--- config.mk ---
export PLATFORM = sky130hd
export DESIGN_NAME = bidir_fifo_port
export DESIGN_NICKNAME = d
export VERILOG_FILES = /design/src/common/bfifo_pkg.sv /design/src/hdl/parity_tree.sv /design/src/hdl/bidir_fifo_port.sv
export SDC_FILE = /design/constraint.sdc
export NUM_CORES = 2
export LEC_CHECK = 0
export ABC_AREA = 0
export BUFFER_PORTS_ARGS = -buffer_cell sky130_fd_sc_hd__buf_2
export CORE_AREA = 10 10 400 791
export CTS_CLUSTER_SIZE = 24
export DETAILED_ROUTE_END_ITERATION = 10
export DIE_AREA = 0 0 410 801
export GPL_ROUTABILITY_DRIVEN = 1
export PLACE_DENSITY = 0.79
export SLEW_MARGIN = 0
export SYNTH_ARGS = -nofsm -noshare
export SYNTH_HDL_FRONTEND = slang
export SYNTH_MEMORY_MAX_BITS = 65536
export SYNTH_SLANG_ARGS = --single-unit
--- constraint.sdc ---
create_clock -name CORE_CLK -period 7.9 [get_ports CORE_CLK]
set_input_delay 2.37 -clock CORE_CLK [delete_from_list [all_inputs] [get_ports CORE_CLK]]
set_output_delay 2.37 -clock CORE_CLK [all_outputs]
set_load 0.005 [all_outputs]
--- src/common/bfifo_pkg.sv ---
// Purpose: shared constants and parity helpers for the two-queue port block
// Assumes: 36-bit words made of four nine-bit bytes, parity bit on top
// Notes: flag indices address the packed synchroniser vector in the top
`default_nettype none
package bfifo_pkg;
    localparam int DATA_W = 36;
    localparam int BYTE_W = 9;
    localparam int BYTES = 4;
    localparam int DEPTH = 64;
    localparam int PTR_W = 6;
    localparam int CNT_W = 7;
    localparam int ALMOST_OFFSET = 8;
    localparam int FLAGS = 8;
    localparam logic [CNT_W-1:0] CNT_FULL = 7'h40;
    localparam logic [CNT_W-1:0] CNT_RESET = 7'h00;
    localparam logic [PTR_W-1:0] PTR_RESET = 6'h00;
    localparam logic [1:0] SYNC_RESET = 2'h0;
    localparam logic MAIL_FREE_RESET = 1'b1;
    localparam logic [DATA_W-1:0] WORD_RESET = 36'h000000000;
    // synchroniser slots: reader-side empty/almost-empty, writer-side full/almost-full
    localparam int F_EMPTY_A = 0;
    localparam int F_AEMPTY_A = 1;
    localparam int F_FULL_A = 2;
    localparam int F_AFULL_A = 3;
    localparam int F_EMPTY_B = 4;
    localparam int F_AEMPTY_B = 5;
    localparam int F_FULL_B = 6;
    localparam int F_AFULL_B = 7;

    // generated top bit per byte: count of ones over nine bits follows the sense
    function automatic logic [BYTES-1:0] byte_parity(input logic [DATA_W-1:0] d,
                                                     input logic odd);
        logic [BYTES-1:0] p;
        p = '0;
        for (int i = 0; i < BYTES; i++) begin
            p[i] = (^d[i*BYTE_W +: BYTE_W-1]) ^ odd;
        end
        return p;
    endfunction : byte_parity

    function automatic logic [DATA_W-1:0] put_parity(input logic [DATA_W-1:0] d,
                                                     input logic [BYTES-1:0] p);
        logic [DATA_W-1:0] r;
        r = d;
        for (int i = 0; i < BYTES; i++) begin
            r[i*BYTE_W+BYTE_W-1] = p[i];
        end
        return r;
    endfunction : put_parity

    function automatic logic [BYTES-1:0] byte_errors(input logic [DATA_W-1:0] d,
                                                     input logic odd);
        logic [BYTES-1:0] e;
        e = '0;
        for (int i = 0; i < BYTES; i++) begin
            e[i] = (^d[i*BYTE_W +: BYTE_W]) ^ odd;
        end
        return e;
    endfunction : byte_errors
endpackage : bfifo_pkg
`default_nettype wire

--- src/hdl/parity_tree.sv ---
// Purpose: four byte parity trees of one port, checking or generating
// Assumes: caller picks the word fed in (bus input or a mailbox word)
// Notes: purely combinational; the caller registers its results
`default_nettype none
module parity_tree
    import bfifo_pkg::*;
(
    input wire logic [bfifo_pkg::DATA_W-1:0] data,
    input wire logic odd,
    output logic [bfifo_pkg::BYTES-1:0] gen_bits,
    output logic any_error
);
    assign gen_bits = byte_parity(data, odd);
    assign any_error = |byte_errors(data, odd);
endmodule : parity_tree
`default_nettype wire

--- src/hdl/bidir_fifo_port.sv ---
// Purpose: two opposite queues, two mailboxes, read parity generation, flag sync
// Assumes: port clocks arrive as one-cycle tick inputs sampled by CORE_CLK
// Notes: offset register loading at reset is replaced by a fixed parameter
// Operation
// - generated reads replace each byte top bit with computed parity
// - queue parity is computed between array and output register
// - parity selects sampled only on the tick loading a new queue word
// - a-to-b mailbox parity uses port-B trees, b-to-a uses port-A trees
// - trees generate mailbox parity only for enabled chip-selected mailbox reads
// - mailbox contents never change from a generated read
// - port-B empty flag rises next B cycle after write, or one later
// - port-A empty flag rises next A cycle after write, or one later
// - port-A full flag rises next A cycle after B read, or one later
// - port-B full flag rises next B cycle after A read, or one later
// - almost-empty rises next reader cycle after threshold write, or one later
// - almost-full rises next writer cycle after threshold read, or one later
// - lower eight bits of each nine-bit byte feed its parity
// - almost-empty rises only after two synchronising ticks, and falls at once
`default_nettype none
module bidir_fifo_port
    import bfifo_pkg::*;
#(
    parameter int X_OFFSET = ALMOST_OFFSET
) (
    input wire logic CORE_CLK,
    input wire logic RST,
    input wire logic CE,
    input wire logic PORT_A_CLOCK,
    input wire logic PORT_A_CHIP_SELECT_N,
    input wire logic PORT_A_WRITE_READ_SEL,
    input wire logic PORT_A_MAILBOX_SEL,
    input wire logic PORT_A_ENABLE,
    input wire logic PORT_A_PARITY_GEN_SEL,
    input wire logic [bfifo_pkg::DATA_W-1:0] PORT_A_BUS_IN,
    output logic [bfifo_pkg::DATA_W-1:0] PORT_A_BUS_OUT,
    output logic PORT_A_BUS_OE_N,
    input wire logic PORT_B_CLOCK,
    input wire logic PORT_B_CHIP_SELECT_N,
    input wire logic PORT_B_WRITE_READ_SEL,
    input wire logic PORT_B_MAILBOX_SEL,
    input wire logic PORT_B_ENABLE,
    input wire logic PORT_B_PARITY_GEN_SEL,
    input wire logic [bfifo_pkg::DATA_W-1:0] PORT_B_BUS_IN,
    output logic [bfifo_pkg::DATA_W-1:0] PORT_B_BUS_OUT,
    output logic PORT_B_BUS_OE_N,
    input wire logic PARITY_ODD_SEL,
    output logic PORT_A_EMPTY_N,
    output logic PORT_A_ALMOST_EMPTY_N,
    output logic PORT_A_FULL_N,
    output logic PORT_A_ALMOST_FULL_N,
    output logic PORT_B_EMPTY_N,
    output logic PORT_B_ALMOST_EMPTY_N,
    output logic PORT_B_FULL_N,
    output logic PORT_B_ALMOST_FULL_N,
    output logic PORT_A_PARITY_ERROR_N,
    output logic PORT_B_PARITY_ERROR_N,
    output logic A_TO_B_MAILBOX_FREE,
    output logic B_TO_A_MAILBOX_FREE
);
    import bfifo_pkg::*;

    localparam logic [CNT_W-1:0] X_CNT = CNT_W'(X_OFFSET);
    localparam logic [CNT_W-1:0] AF_CNT = CNT_W'(DEPTH - X_OFFSET);

    logic [DATA_W-1:0] a_to_b_queue [DEPTH];
    logic [DATA_W-1:0] b_to_a_queue [DEPTH];

    logic [PTR_W-1:0] wp_ab_ff, rp_ab_ff, wp_ba_ff, rp_ba_ff;
    logic [PTR_W-1:0] nxt_wp_ab, nxt_rp_ab, nxt_wp_ba, nxt_rp_ba;
    logic [CNT_W-1:0] cnt_ab_ff, cnt_ba_ff, nxt_cnt_ab, nxt_cnt_ba;
    logic [FLAGS-1:0][1:0] sync_ff, nxt_sync;
    logic [DATA_W-1:0] a_to_b_mailbox_ff, b_to_a_mailbox_ff;
    logic [DATA_W-1:0] nxt_mbox_ab, nxt_mbox_ba;
    logic mfree_ab_ff, mfree_ba_ff, nxt_mfree_ab, nxt_mfree_ba;
    logic [DATA_W-1:0] qout_a_ff, qout_b_ff, nxt_qout_a, nxt_qout_b;
    logic [DATA_W-1:0] out_a_ff, out_b_ff, nxt_out_a, nxt_out_b;
    logic oe_a_n_ff, oe_b_n_ff, pef_a_n_ff, pef_b_n_ff;
    logic nxt_oe_a_n, nxt_oe_b_n, nxt_pef_a_n, nxt_pef_b_n;

    logic tick_a, tick_b, sel_a, sel_b;
    logic wr_ab, rd_ab, wr_ba, rd_ba;
    logic mwr_ab, mrd_ab, mwr_ba, mrd_ba;
    logic mgen_a, mgen_b;
    logic [DATA_W-1:0] tree_a_in, tree_b_in;
    logic [BYTES-1:0] tree_a_bits, tree_b_bits;
    logic tree_a_err, tree_b_err;

    // {first stage, flag}: falls at once, rises only through two ticks
    function automatic logic [1:0] flag_step(input logic [1:0] cur, input logic tick,
                                             input logic cond_now, input logic cond_nxt);
        if (!cond_nxt) begin
            return SYNC_RESET;
        end
        if (tick) begin
            return {cond_now, cur[1]};
        end
        return cur;
    endfunction : flag_step

    assign tick_a = CE & PORT_A_CLOCK;
    assign tick_b = CE & PORT_B_CLOCK;
    assign sel_a = ~PORT_A_CHIP_SELECT_N & PORT_A_ENABLE;
    assign sel_b = ~PORT_B_CHIP_SELECT_N & PORT_B_ENABLE;
    // queue accesses are gated by the registered flags
    assign wr_ab = tick_a & sel_a & PORT_A_WRITE_READ_SEL & ~PORT_A_MAILBOX_SEL & PORT_A_FULL_N;
    assign rd_ab = tick_b & sel_b & ~PORT_B_WRITE_READ_SEL & ~PORT_B_MAILBOX_SEL & PORT_B_EMPTY_N;
    assign wr_ba = tick_b & sel_b & PORT_B_WRITE_READ_SEL & ~PORT_B_MAILBOX_SEL & PORT_B_FULL_N;
    assign rd_ba = tick_a & sel_a & ~PORT_A_WRITE_READ_SEL & ~PORT_A_MAILBOX_SEL & PORT_A_EMPTY_N;
    assign mwr_ab = tick_a & sel_a & PORT_A_WRITE_READ_SEL & PORT_A_MAILBOX_SEL;
    assign mrd_ab = tick_b & sel_b & ~PORT_B_WRITE_READ_SEL & PORT_B_MAILBOX_SEL;
    assign mwr_ba = tick_b & sel_b & PORT_B_WRITE_READ_SEL & PORT_B_MAILBOX_SEL;
    assign mrd_ba = tick_a & sel_a & ~PORT_A_WRITE_READ_SEL & PORT_A_MAILBOX_SEL;

    // level-sensitive, as the trees are combinational
    assign mgen_a = sel_a & ~PORT_A_WRITE_READ_SEL & PORT_A_MAILBOX_SEL & PORT_A_PARITY_GEN_SEL;
    assign mgen_b = sel_b & ~PORT_B_WRITE_READ_SEL & PORT_B_MAILBOX_SEL & PORT_B_PARITY_GEN_SEL;
    assign tree_a_in = mgen_a ? b_to_a_mailbox_ff : PORT_A_BUS_IN;
    assign tree_b_in = mgen_b ? a_to_b_mailbox_ff : PORT_B_BUS_IN;

    parity_tree u_tree_a (
        .data(tree_a_in),
        .odd(PARITY_ODD_SEL),
        .gen_bits(tree_a_bits),
        .any_error(tree_a_err)
    );
    parity_tree u_tree_b (
        .data(tree_b_in),
        .odd(PARITY_ODD_SEL),
        .gen_bits(tree_b_bits),
        .any_error(tree_b_err)
    );

    always_comb begin
        nxt_wp_ab = wr_ab ? wp_ab_ff + 6'h01 : wp_ab_ff;
        nxt_rp_ab = rd_ab ? rp_ab_ff + 6'h01 : rp_ab_ff;
        nxt_wp_ba = wr_ba ? wp_ba_ff + 6'h01 : wp_ba_ff;
        nxt_rp_ba = rd_ba ? rp_ba_ff + 6'h01 : rp_ba_ff;
        nxt_cnt_ab = cnt_ab_ff + CNT_W'(wr_ab) - CNT_W'(rd_ab);
        nxt_cnt_ba = cnt_ba_ff + CNT_W'(wr_ba) - CNT_W'(rd_ba);
        // a write on the same core cycle as a reader tick is seen a tick later
        nxt_sync[F_EMPTY_B] = flag_step(sync_ff[F_EMPTY_B], tick_b,
                                        cnt_ab_ff != CNT_RESET,
                                        nxt_cnt_ab != CNT_RESET);
        nxt_sync[F_EMPTY_A] = flag_step(sync_ff[F_EMPTY_A], tick_a,
                                        cnt_ba_ff != CNT_RESET,
                                        nxt_cnt_ba != CNT_RESET);
        nxt_sync[F_FULL_A] = flag_step(sync_ff[F_FULL_A], tick_a,
                                       cnt_ab_ff != CNT_FULL,
                                       nxt_cnt_ab != CNT_FULL);
        nxt_sync[F_FULL_B] = flag_step(sync_ff[F_FULL_B], tick_b,
                                       cnt_ba_ff != CNT_FULL,
                                       nxt_cnt_ba != CNT_FULL);
        nxt_sync[F_AEMPTY_B] = flag_step(sync_ff[F_AEMPTY_B], tick_b,
                                         cnt_ab_ff > X_CNT, nxt_cnt_ab > X_CNT);
        nxt_sync[F_AEMPTY_A] = flag_step(sync_ff[F_AEMPTY_A], tick_a,
                                         cnt_ba_ff > X_CNT, nxt_cnt_ba > X_CNT);
        nxt_sync[F_AFULL_A] = flag_step(sync_ff[F_AFULL_A], tick_a,
                                        cnt_ab_ff < AF_CNT, nxt_cnt_ab < AF_CNT);
        nxt_sync[F_AFULL_B] = flag_step(sync_ff[F_AFULL_B], tick_b,
                                        cnt_ba_ff < AF_CNT, nxt_cnt_ba < AF_CNT);
    end

    always_ff @(posedge CORE_CLK) begin
        if (RST) begin
            wp_ab_ff <= PTR_RESET;
            rp_ab_ff <= PTR_RESET;
            wp_ba_ff <= PTR_RESET;
            rp_ba_ff <= PTR_RESET;
            cnt_ab_ff <= CNT_RESET;
            cnt_ba_ff <= CNT_RESET;
            sync_ff <= '0;
        end else if (CE) begin
            wp_ab_ff <= nxt_wp_ab;
            rp_ab_ff <= nxt_rp_ab;
            wp_ba_ff <= nxt_wp_ba;
            rp_ba_ff <= nxt_rp_ba;
            cnt_ab_ff <= nxt_cnt_ab;
            cnt_ba_ff <= nxt_cnt_ba;
            sync_ff <= nxt_sync;
        end
    end

    // array contents need no reset; reads only follow a counted write
    always_ff @(posedge CORE_CLK) begin
        if (wr_ab) begin
            a_to_b_queue[wp_ab_ff] <= PORT_A_BUS_IN;
        end
        if (wr_ba) begin
            b_to_a_queue[wp_ba_ff] <= PORT_B_BUS_IN;
        end
    end

    always_comb begin
        nxt_mbox_ab = a_to_b_mailbox_ff;
        nxt_mbox_ba = b_to_a_mailbox_ff;
        nxt_mfree_ab = mfree_ab_ff;
        nxt_mfree_ba = mfree_ba_ff;
        // writes to an occupied mailbox are dropped
        if (mwr_ab && mfree_ab_ff) begin
            nxt_mbox_ab = PORT_A_BUS_IN;
            nxt_mfree_ab = 1'b0;
        end
        if (mrd_ab) begin
            nxt_mfree_ab = 1'b1;
        end
        if (mwr_ba && mfree_ba_ff) begin
            nxt_mbox_ba = PORT_B_BUS_IN;
            nxt_mfree_ba = 1'b0;
        end
        if (mrd_ba) begin
            nxt_mfree_ba = 1'b1;
        end
        // parity substituted on the way to the output register
        nxt_qout_a = qout_a_ff;
        nxt_qout_b = qout_b_ff;
        if (rd_ba) begin
            nxt_qout_a = b_to_a_queue[rp_ba_ff];
            if (PORT_A_PARITY_GEN_SEL) begin
                nxt_qout_a = put_parity(nxt_qout_a,
                                        byte_parity(nxt_qout_a, PARITY_ODD_SEL));
            end
        end
        if (rd_ab) begin
            nxt_qout_b = a_to_b_queue[rp_ab_ff];
            if (PORT_B_PARITY_GEN_SEL) begin
                nxt_qout_b = put_parity(nxt_qout_b,
                                        byte_parity(nxt_qout_b, PARITY_ODD_SEL));
            end
        end
        // only the driven copy carries generated bits
        nxt_out_a = nxt_qout_a;
        nxt_out_b = nxt_qout_b;
        if (PORT_A_MAILBOX_SEL) begin
            nxt_out_a = mgen_a ? put_parity(b_to_a_mailbox_ff, tree_a_bits) : b_to_a_mailbox_ff;
        end
        if (PORT_B_MAILBOX_SEL) begin
            nxt_out_b = mgen_b ? put_parity(a_to_b_mailbox_ff, tree_b_bits) : a_to_b_mailbox_ff;
        end
        nxt_oe_a_n = ~(~PORT_A_CHIP_SELECT_N & ~PORT_A_WRITE_READ_SEL);
        nxt_oe_b_n = ~(~PORT_B_CHIP_SELECT_N & ~PORT_B_WRITE_READ_SEL);
        // trees busy generating cannot report a checking error
        nxt_pef_a_n = mgen_a | ~tree_a_err;
        nxt_pef_b_n = mgen_b | ~tree_b_err;
    end

    always_ff @(posedge CORE_CLK) begin
        if (RST) begin
            a_to_b_mailbox_ff <= WORD_RESET;
            b_to_a_mailbox_ff <= WORD_RESET;
            mfree_ab_ff <= MAIL_FREE_RESET;
            mfree_ba_ff <= MAIL_FREE_RESET;
            qout_a_ff <= WORD_RESET;
            qout_b_ff <= WORD_RESET;
            out_a_ff <= WORD_RESET;
            out_b_ff <= WORD_RESET;
            oe_a_n_ff <= 1'b1;
            oe_b_n_ff <= 1'b1;
            pef_a_n_ff <= 1'b1;
            pef_b_n_ff <= 1'b1;
        end else if (CE) begin
            a_to_b_mailbox_ff <= nxt_mbox_ab;
            b_to_a_mailbox_ff <= nxt_mbox_ba;
            mfree_ab_ff <= nxt_mfree_ab;
            mfree_ba_ff <= nxt_mfree_ba;
            qout_a_ff <= nxt_qout_a;
            qout_b_ff <= nxt_qout_b;
            out_a_ff <= nxt_out_a;
            out_b_ff <= nxt_out_b;
            oe_a_n_ff <= nxt_oe_a_n;
            oe_b_n_ff <= nxt_oe_b_n;
            pef_a_n_ff <= nxt_pef_a_n;
            pef_b_n_ff <= nxt_pef_b_n;
        end
    end

    assign PORT_A_BUS_OUT = out_a_ff;
    assign PORT_B_BUS_OUT = out_b_ff;
    assign PORT_A_BUS_OE_N = oe_a_n_ff;
    assign PORT_B_BUS_OE_N = oe_b_n_ff;
    assign PORT_A_EMPTY_N = sync_ff[F_EMPTY_A][0];
    assign PORT_A_ALMOST_EMPTY_N = sync_ff[F_AEMPTY_A][0];
    assign PORT_A_FULL_N = sync_ff[F_FULL_A][0];
    assign PORT_A_ALMOST_FULL_N = sync_ff[F_AFULL_A][0];
    assign PORT_B_EMPTY_N = sync_ff[F_EMPTY_B][0];
    assign PORT_B_ALMOST_EMPTY_N = sync_ff[F_AEMPTY_B][0];
    assign PORT_B_FULL_N = sync_ff[F_FULL_B][0];
    assign PORT_B_ALMOST_FULL_N = sync_ff[F_AFULL_B][0];
    assign PORT_A_PARITY_ERROR_N = pef_a_n_ff;
    assign PORT_B_PARITY_ERROR_N = pef_b_n_ff;
    assign A_TO_B_MAILBOX_FREE = mfree_ab_ff;
    assign B_TO_A_MAILBOX_FREE = mfree_ba_ff;

    property p_gen_parity_a;
        @(posedge CORE_CLK) disable iff (RST)
        rd_ba && PORT_A_PARITY_GEN_SEL |=> byte_errors(qout_a_ff, $past(PARITY_ODD_SEL)) == '0;
    endproperty
    a_gen_parity_a: assert property (p_gen_parity_a)
        else $error("port A generated parity wrong");

    property p_raw_read_b;
        @(posedge CORE_CLK) disable iff (RST)
        rd_ab && !PORT_B_PARITY_GEN_SEL |=> qout_b_ff == $past(a_to_b_queue[rp_ab_ff]);
    endproperty
    a_raw_read_b: assert property (p_raw_read_b)
        else $error("port B output register not loaded from queue");

    property p_hold_qout_a;
        @(posedge CORE_CLK) disable iff (RST)
        !rd_ba |=> $stable(qout_a_ff);
    endproperty
    a_hold_qout_a: assert property (p_hold_qout_a)
        else $error("port A output register changed without a load");

    property p_mbox_gen_b;
        @(posedge CORE_CLK) disable iff (RST)
        mgen_b && CE && !mwr_ab |=> PORT_B_PARITY_ERROR_N && $stable(a_to_b_mailbox_ff)
            && byte_errors(out_b_ff, $past(PARITY_ODD_SEL)) == '0;
    endproperty
    a_mbox_gen_b: assert property (p_mbox_gen_b)
        else $error("port B mailbox parity generation wrong");

    property p_empty_b_rise;
        @(posedge CORE_CLK) disable iff (RST)
        wr_ab && cnt_ab_ff == CNT_RESET && !tick_b ##1 !tick_b
            ##1 tick_b ##1 !tick_b ##1 tick_b |=> PORT_B_EMPTY_N;
    endproperty
    a_empty_b_rise: assert property (p_empty_b_rise)
        else $error("port B empty flag late");

    property p_empty_a_rise;
        @(posedge CORE_CLK) disable iff (RST)
        wr_ba && cnt_ba_ff == CNT_RESET && !tick_a ##1 !tick_a
            ##1 tick_a ##1 !tick_a ##1 tick_a |=> PORT_A_EMPTY_N;
    endproperty
    a_empty_a_rise: assert property (p_empty_a_rise)
        else $error("port A empty flag late");

    property p_full_a_rise;
        @(posedge CORE_CLK) disable iff (RST)
        rd_ab && cnt_ab_ff == CNT_FULL && !tick_a ##1 (!tick_a) [*3]
            ##1 tick_a ##1 !tick_a ##1 tick_a |=> PORT_A_FULL_N;
    endproperty
    a_full_a_rise: assert property (p_full_a_rise)
        else $error("port A full flag late");

    property p_full_b_rise;
        @(posedge CORE_CLK) disable iff (RST)
        rd_ba && cnt_ba_ff == CNT_FULL && !tick_b ##1 (!tick_b) [*3]
            ##1 tick_b ##1 !tick_b ##1 tick_b |=> PORT_B_FULL_N;
    endproperty
    a_full_b_rise: assert property (p_full_b_rise)
        else $error("port B full flag late");

    property p_aempty_b_rise;
        @(posedge CORE_CLK) disable iff (RST)
        wr_ab && !rd_ab && cnt_ab_ff == X_CNT && !tick_b ##1 !tick_b
            ##1 (tick_b && !rd_ab) ##1 !tick_b ##1 (tick_b && !rd_ab) |=> PORT_B_ALMOST_EMPTY_N;
    endproperty
    a_aempty_b_rise: assert property (p_aempty_b_rise)
        else $error("port B almost-empty flag late");

    property p_aempty_two_ticks;
        @(posedge CORE_CLK) disable iff (RST)
        $rose(PORT_A_ALMOST_EMPTY_N) |-> $past(tick_a) && $past(cnt_ba_ff, 2) > X_CNT;
    endproperty
    a_aempty_two_ticks: assert property (p_aempty_two_ticks)
        else $error("port A almost-empty rose too early");

    property p_afull_a_rise;
        @(posedge CORE_CLK) disable iff (RST)
        rd_ab && !wr_ab && cnt_ab_ff == AF_CNT && !tick_a ##1 (!tick_a) [*3]
            ##1 (tick_a && !wr_ab) ##1 !tick_a ##1 (tick_a && !wr_ab) |=> PORT_A_ALMOST_FULL_N;
    endproperty
    a_afull_a_rise: assert property (p_afull_a_rise)
        else $error("port A almost-full flag late");

    c_queue_fill: cover property (@(posedge CORE_CLK) disable iff (RST) cnt_ab_ff == CNT_FULL);
    c_mbox_gen: cover property (@(posedge CORE_CLK) disable iff (RST) mgen_a && mrd_ba);
    c_gen_read: cover property (@(posedge CORE_CLK) disable iff (RST)
        rd_ab && PORT_B_PARITY_GEN_SEL && PARITY_ODD_SEL);
endmodule : bidir_fifo_port
`default_nettype wire

### Word level (Yosys, flattened, before mapping)

Memory sizes are Yosys's and may differ from the RTL's. A register that Yosys moved wholly into a read port is not among the register bits.
Cells that the tools add are included.

* bits in registers: 276
* bits in writable memories: 4608
* memories: 2

Memories
* a_to_b_queue: words 64, width 36, rd ports 1, clocked after Yosys merged registers in 1, write ports 1, line bidir_fifo_port.sv:65 `logic [DATA_W-1:0] a_to_b_queue [DEPTH];`
* b_to_a_queue: words 64, width 36, rd ports 1, clocked after Yosys merged registers in 1, write ports 1, line bidir_fifo_port.sv:66 `logic [DATA_W-1:0] b_to_a_queue [DEPTH];`

* add/sub/neg operators: 8
* magnitude comparators: 8
* equality and inequality tests: 12
* muxes and demuxes: 64
* bitwise gates (word level): 66
* reduce and logical (&&, ||, !) cells: 50

Operator list (count)
* $mux W36: 10
* $reduce_xor A8 Y1: 16
* $reduce_xor A9 Y1: 8
* $mux W2: 32
* $reduce_and A2 Y1: 16
* $and A1 B1 Y1: 30
* $gt A7 B4 Y1 const B: 4
* $lt A7 B6 Y1 const B: 4
* $ne A7 B7 Y1 const B: 4
* $reduce_bool A7 Y1: 4
* $add A6 B1 Y6 const B: 4
* $mux W6: 4
* $xor A1 B1 Y1: 24
* $mux W1: 18
* $ne A2 B1 Y1 const B: 8
* $add A7 B1 Y7: 2
* $sub A7 B1 Y7: 2
* $not A1 Y1: 10
* $reduce_or A4 Y1: 2
* $reduce_bool A2 Y1: 2
* $logic_and A1 B1 Y1: 2
* $or A1 B1 Y1: 2

### Longest topological paths before layout

* depth in word-level cells: 13
* gate-level depth with buffers: 25
* depth with buffers taken out: 21

### Cells and area by module

From an unflattened synthesis, not the netlist that was laid out.

* cells, all modules: 8809
* area total of the unflattened synthesis: 190019.7 um^2

Modules (own cells, without submodules)
* bidir_fifo_port: instances 1, cells each 8741, area each 189209.0 um^2, seq. area each 144138.2 um^2
* parity_tree: instances 2, cells each 34, area each 405.4 um^2, seq. area each 0.0 um^2

### Least setup slack after synthesis

OpenSTA, ideal clock, no wires.

* kind: in2reg
* start point: input CE
* end point: register sync_ff, in the netlist PORT_B_ALMOST_EMPTY_N
* setup time: 0.128 ns
* arrival: 6.180 ns
* data required time: 7.772 ns
* path slack: 1.592 ns
* cell stages on the path: 25
* path buffers: 4
* path through: buf_6 nand2_1 nor3b_1 and3b_1 clkbuf_1 nand2b_1 clkbuf_1 inv_2 buf_1 ha_1 inv_1 ha_1 inv_1 fa_1 inv_1 a21oi_1 nor2_1 nor2_1 o21bai_1 a21oi_1 xnor2_1 o2111a_1 o21ai_0 a22oi_1 nor2_1

* word-level cells in the longest chain between the ends: 10

Ends and longest elaborated chain
* start, declared: line bidir_fifo_port.sv:27 `input wire logic CE,`
* $and A1 B1 Y1: line bidir_fifo_port.sv:100 `assign tick_a = CE & PORT_A_CLOCK;`
* $and A1 B1 Y1 (4 in a row): line bidir_fifo_port.sv:105 `assign wr_ab = tick_a & sel_a & PORT_A_WRITE_READ_SEL & ~PORT_A_MAILBOX_SEL & PORT_A_FULL_N;`
* $add A7 B1 Y7: line bidir_fifo_port.sv:138 `nxt_cnt_ab = cnt_ab_ff + CNT_W'(wr_ab) - CNT_W'(rd_ab);`
* $sub A7 B1 Y7: line bidir_fifo_port.sv:138
* $gt A7 B4 Y1: line bidir_fifo_port.sv:154 `cnt_ab_ff > X_CNT, nxt_cnt_ab > X_CNT);`
* $ne A2 B1 Y1 (no line)
* $reduce_and A2 Y1 (no line)
* end signal, assigned: line bidir_fifo_port.sv:179 `sync_ff <= nxt_sync;`
* end, declared: line bidir_fifo_port.sv:71 `logic [FLAGS-1:0][1:0] sync_ff, nxt_sync;`

Parallel ways exist; a longest one is shown, timed or not. The select of a mux whose other input is x is not followed.
A chain may end at the register's enable or synchronous reset.

### Final worst setup path

* start point: input CE
* end point: memory b_to_a_queue[19][8], enable pin

* word-level cells in the longest chain between the ends: 7

Ends and longest elaborated chain
* $and A1 B1 Y1: line bidir_fifo_port.sv:101 `assign tick_b = CE & PORT_B_CLOCK;`
* $and A1 B1 Y1 (4 in a row): line bidir_fifo_port.sv:107 `assign wr_ba = tick_b & sel_b & PORT_B_WRITE_READ_SEL & ~PORT_B_MAILBOX_SEL & PORT_B_FULL_N;`
* $mux W1: line bidir_fifo_port.sv:188 `if (wr_ba) begin`
* $mux W1 (not written as such): line bidir_fifo_port.sv:189 `b_to_a_queue[wp_ba_ff] <= PORT_B_BUS_IN;`
* end, declared: line bidir_fifo_port.sv:66

No other way between the ends.

==> run metrics <==
synthesized area 0.190 mm2; Sinks on Clock Net 4896; number of global-route vias before repair 98300; commonest non-fill, non-tap cell in the layout edfxtp_1; Peak supply drop 0.246 mV; antenna violations before repair 29; Hold Buf Count CTS 0; leading area contributor after synthesis edfxtp_1; drt drc 0; CTS tree done; chip height 801 um; critical-path maximum fanout 40; CP Capture Type flip-flop; Leak 63.5 nW; Req. time, crit path 8.49 ns; gpl congestion 0.974; Detailed Place HPWL 333 mm; GRT Total Usage 32.1%; slew margin rel. -0.108%; most frequent cells in the layout edfxtp_1, mux4_2, nand2_1, clkbuf_16, buf_4; Fmax 152 MHz; port bufs 173; post-DR wirelength/cell 38.7 um; final wirelength 527 mm; H-Tree Depth 5; setup TNS 0 ns; Seq/Total Area, Yosys 75.7%; crit start category input port; clock skew 0.0750 ns; Vias/cell 7.03; Warnings, synthesis 0; Num CTS Buffers 393; Synth Instances 8840; kind of critical path in -> reg; Setup crit start CE; routed via count 95800; Fillers 17400; largest net degree at the start of global routing 120; Gates resized, CTS repair 0; Synth Flop Type edfxtp_1; Initial Util 62.8%; die area 0.328 mm2; Data arrival, critical path 7.16 ns; io pins 174; Routed Antenna Nets 0; Hold Crit Start b_to_a_mailbox_ff[17]$_SDFFE_PP0P_; Cell Area, Placed 0.197 mm2; root buffer cell clkbuf_16; clock period minus worst slack 6.58 ns; final setup violation count 0; Layout Area Growth over Synthesis 10.6%; Worst-Skew Late Latency 0.98 ns; Synth Net Count 8962; core area 0.303 mm2; # Post-CTS Setup Buffers 0; Max clock buf depth 4; FP Rows 286; FF+latch count, synth 4896; Synth top area share 72.7%; post-route clock period utilization 83.3%; endpoints failing hold 0; TritonRoute pass-1 iters 8; first-pass GRT wire length 747 mm; ratio of cells with drive above 1 in the final layout 27.6%; violated checks capacitance limit, slew limit; Avg Cell Area, Syn 21.5 um2; clk slew on worst S/H paths 0.07 ns; Fin Hold WS 0.464 ns; fin nets 9382; Slew Viols, Final 1; remaining global-route overflow 0; Pwr Density 237 mW/mm2; HP Class reg -> reg; Max Cap Viol 1; slew of the pin with the lowest slew margin 1.49 ns; initial DRC count 13900; Register Area 0.144 mm2; synth top area cells edfxtp_1, mux4_2, dfxtp_1; count of cell types in the netlist 78; Post-synth EDFFs 4608; Multi-input gate area 0.0441 mm2; status finished, violations left; Design Area, Final 0.211 mm2; RSZ-0062 raised after global routing false; Die W 410 um; FFs w/ async S/R, synth 0%
[worst max-delay path: stages]
cell and delay, ns:
buf_6 0.27, nand2_1 0.08, buf_4 0.19, nor3b_1 0.42, and4b_1 0.64, inv_1 0.44, nor2_1 0.35, nand3_1 0.78
nor2_4 1.12, buf_4 0.44
[final cells by class]
class                   count  share of cell area, %
diodes                     19                 0.0226
clock buffers             499                   5.08
clock inverters           223                   1.21
flip-flops and latches   4896                   68.5
inverters                  33                 0.0600
well taps                4032                   2.40
multi-input cells        3419                   21.0
repair buffers            517                   1.81
[power by group]
group / internal, mW / switching, mW / leakage [nW]
clock: 11.2 / 9.31 / 6.43
combinational: 0.218 / 0.835 / 13.3
sequential: 28.3 / 0.0288 / 43.7
total: 39.7 / 10.2 / 63.5
[cells in the mapped netlist, types with 50 or more instances]
cell type and count:
buf_6 70, a22oi_1 109, a211oi_1 50, xnor2_1 139, mux4_2 1342, nor2_1 361, clkbuf_1 179, nand2_1 430
buf_2 111, buf_4 72, dfxtp_1 288, a21oi_1 267, xor2_1 55, mux2i_1 216, o21ai_0 108, edfxtp_1 4608
[logic make-up after synthesis]
| family | count (synthesis) | share of synthesized area [%] |
|---|---|---|
| compound gates | 634 | 2.04 |
| xor+xnor | 198 | 0.940 |
| fa+ha+maj | 34 | 0.231 |
| buf+inv | 525 | 1.63 |
| flops | 4896 | 75.7 |
| mux | 1588 | 17.3 |
| simple gates | 965 | 2.14 |
[state kept, by name (all words and copies together), names as in the netlist, 6 cells and up, named ones only]
name	count
a_to_b_mailbox_ff	36
cnt_ba_ff	7
PORT_B_BUS_OUT	36
PORT_A_BUS_OUT	36
wp_ab_ff	6
cnt_ab_ff	7
sync_ff	8
qout_a_ff	36
qout_b_ff	36
a_to_b_queue	2304
wp_ba_ff	6
b_to_a_queue	2304
rp_ab_ff	6
b_to_a_mailbox_ff	36
rp_ba_ff	6
[worst paths after layout]
path              slack (ns)  cells past startpoint                                  to
setup reg to reg        2.40                     11     PORT_A_BUS_OUT[17]$_SDFFE_PP0P_
hold reg to reg         0.46                      2  b_to_a_mailbox_ff[17]$_SDFFE_PP0P_
setup / recovery        1.32                     10       b_to_a_queue[19][8]$_DFFE_PP_
hold / removal          0.46                      2  b_to_a_mailbox_ff[17]$_SDFFE_PP0P_
[layer usage]
metal / wire length, um / vias up / global-route usage [%]
li1: - / 37400 / -
met1: 154000 / 49500 / 35.7
met2: 274000 / 7058 / 55.1
met3: 50300 / 1803 / 6.04
met4: 49000 / 20 / 23.1
met5: 130 / - / 0
[per-stage QoR]
step / cells / total power [mW] / utilization [%] / setup WS [ns]
global placement: 12900 / 29.9 / 65.1 / 0.372
finish: 13600 / 49.9 / 69.5 / 1.32
global route: 13600 / 50.9 / 69.5 / 0.946
CTS: 13600 / 50.0 / 69.5 / 1.42
detailed placement: 12900 / 30.0 / 65.1 / 0.492
floorplan: 8840 / 29.3 / - / 1.59
No activity file was read; power rests on OpenSTA's default activity.
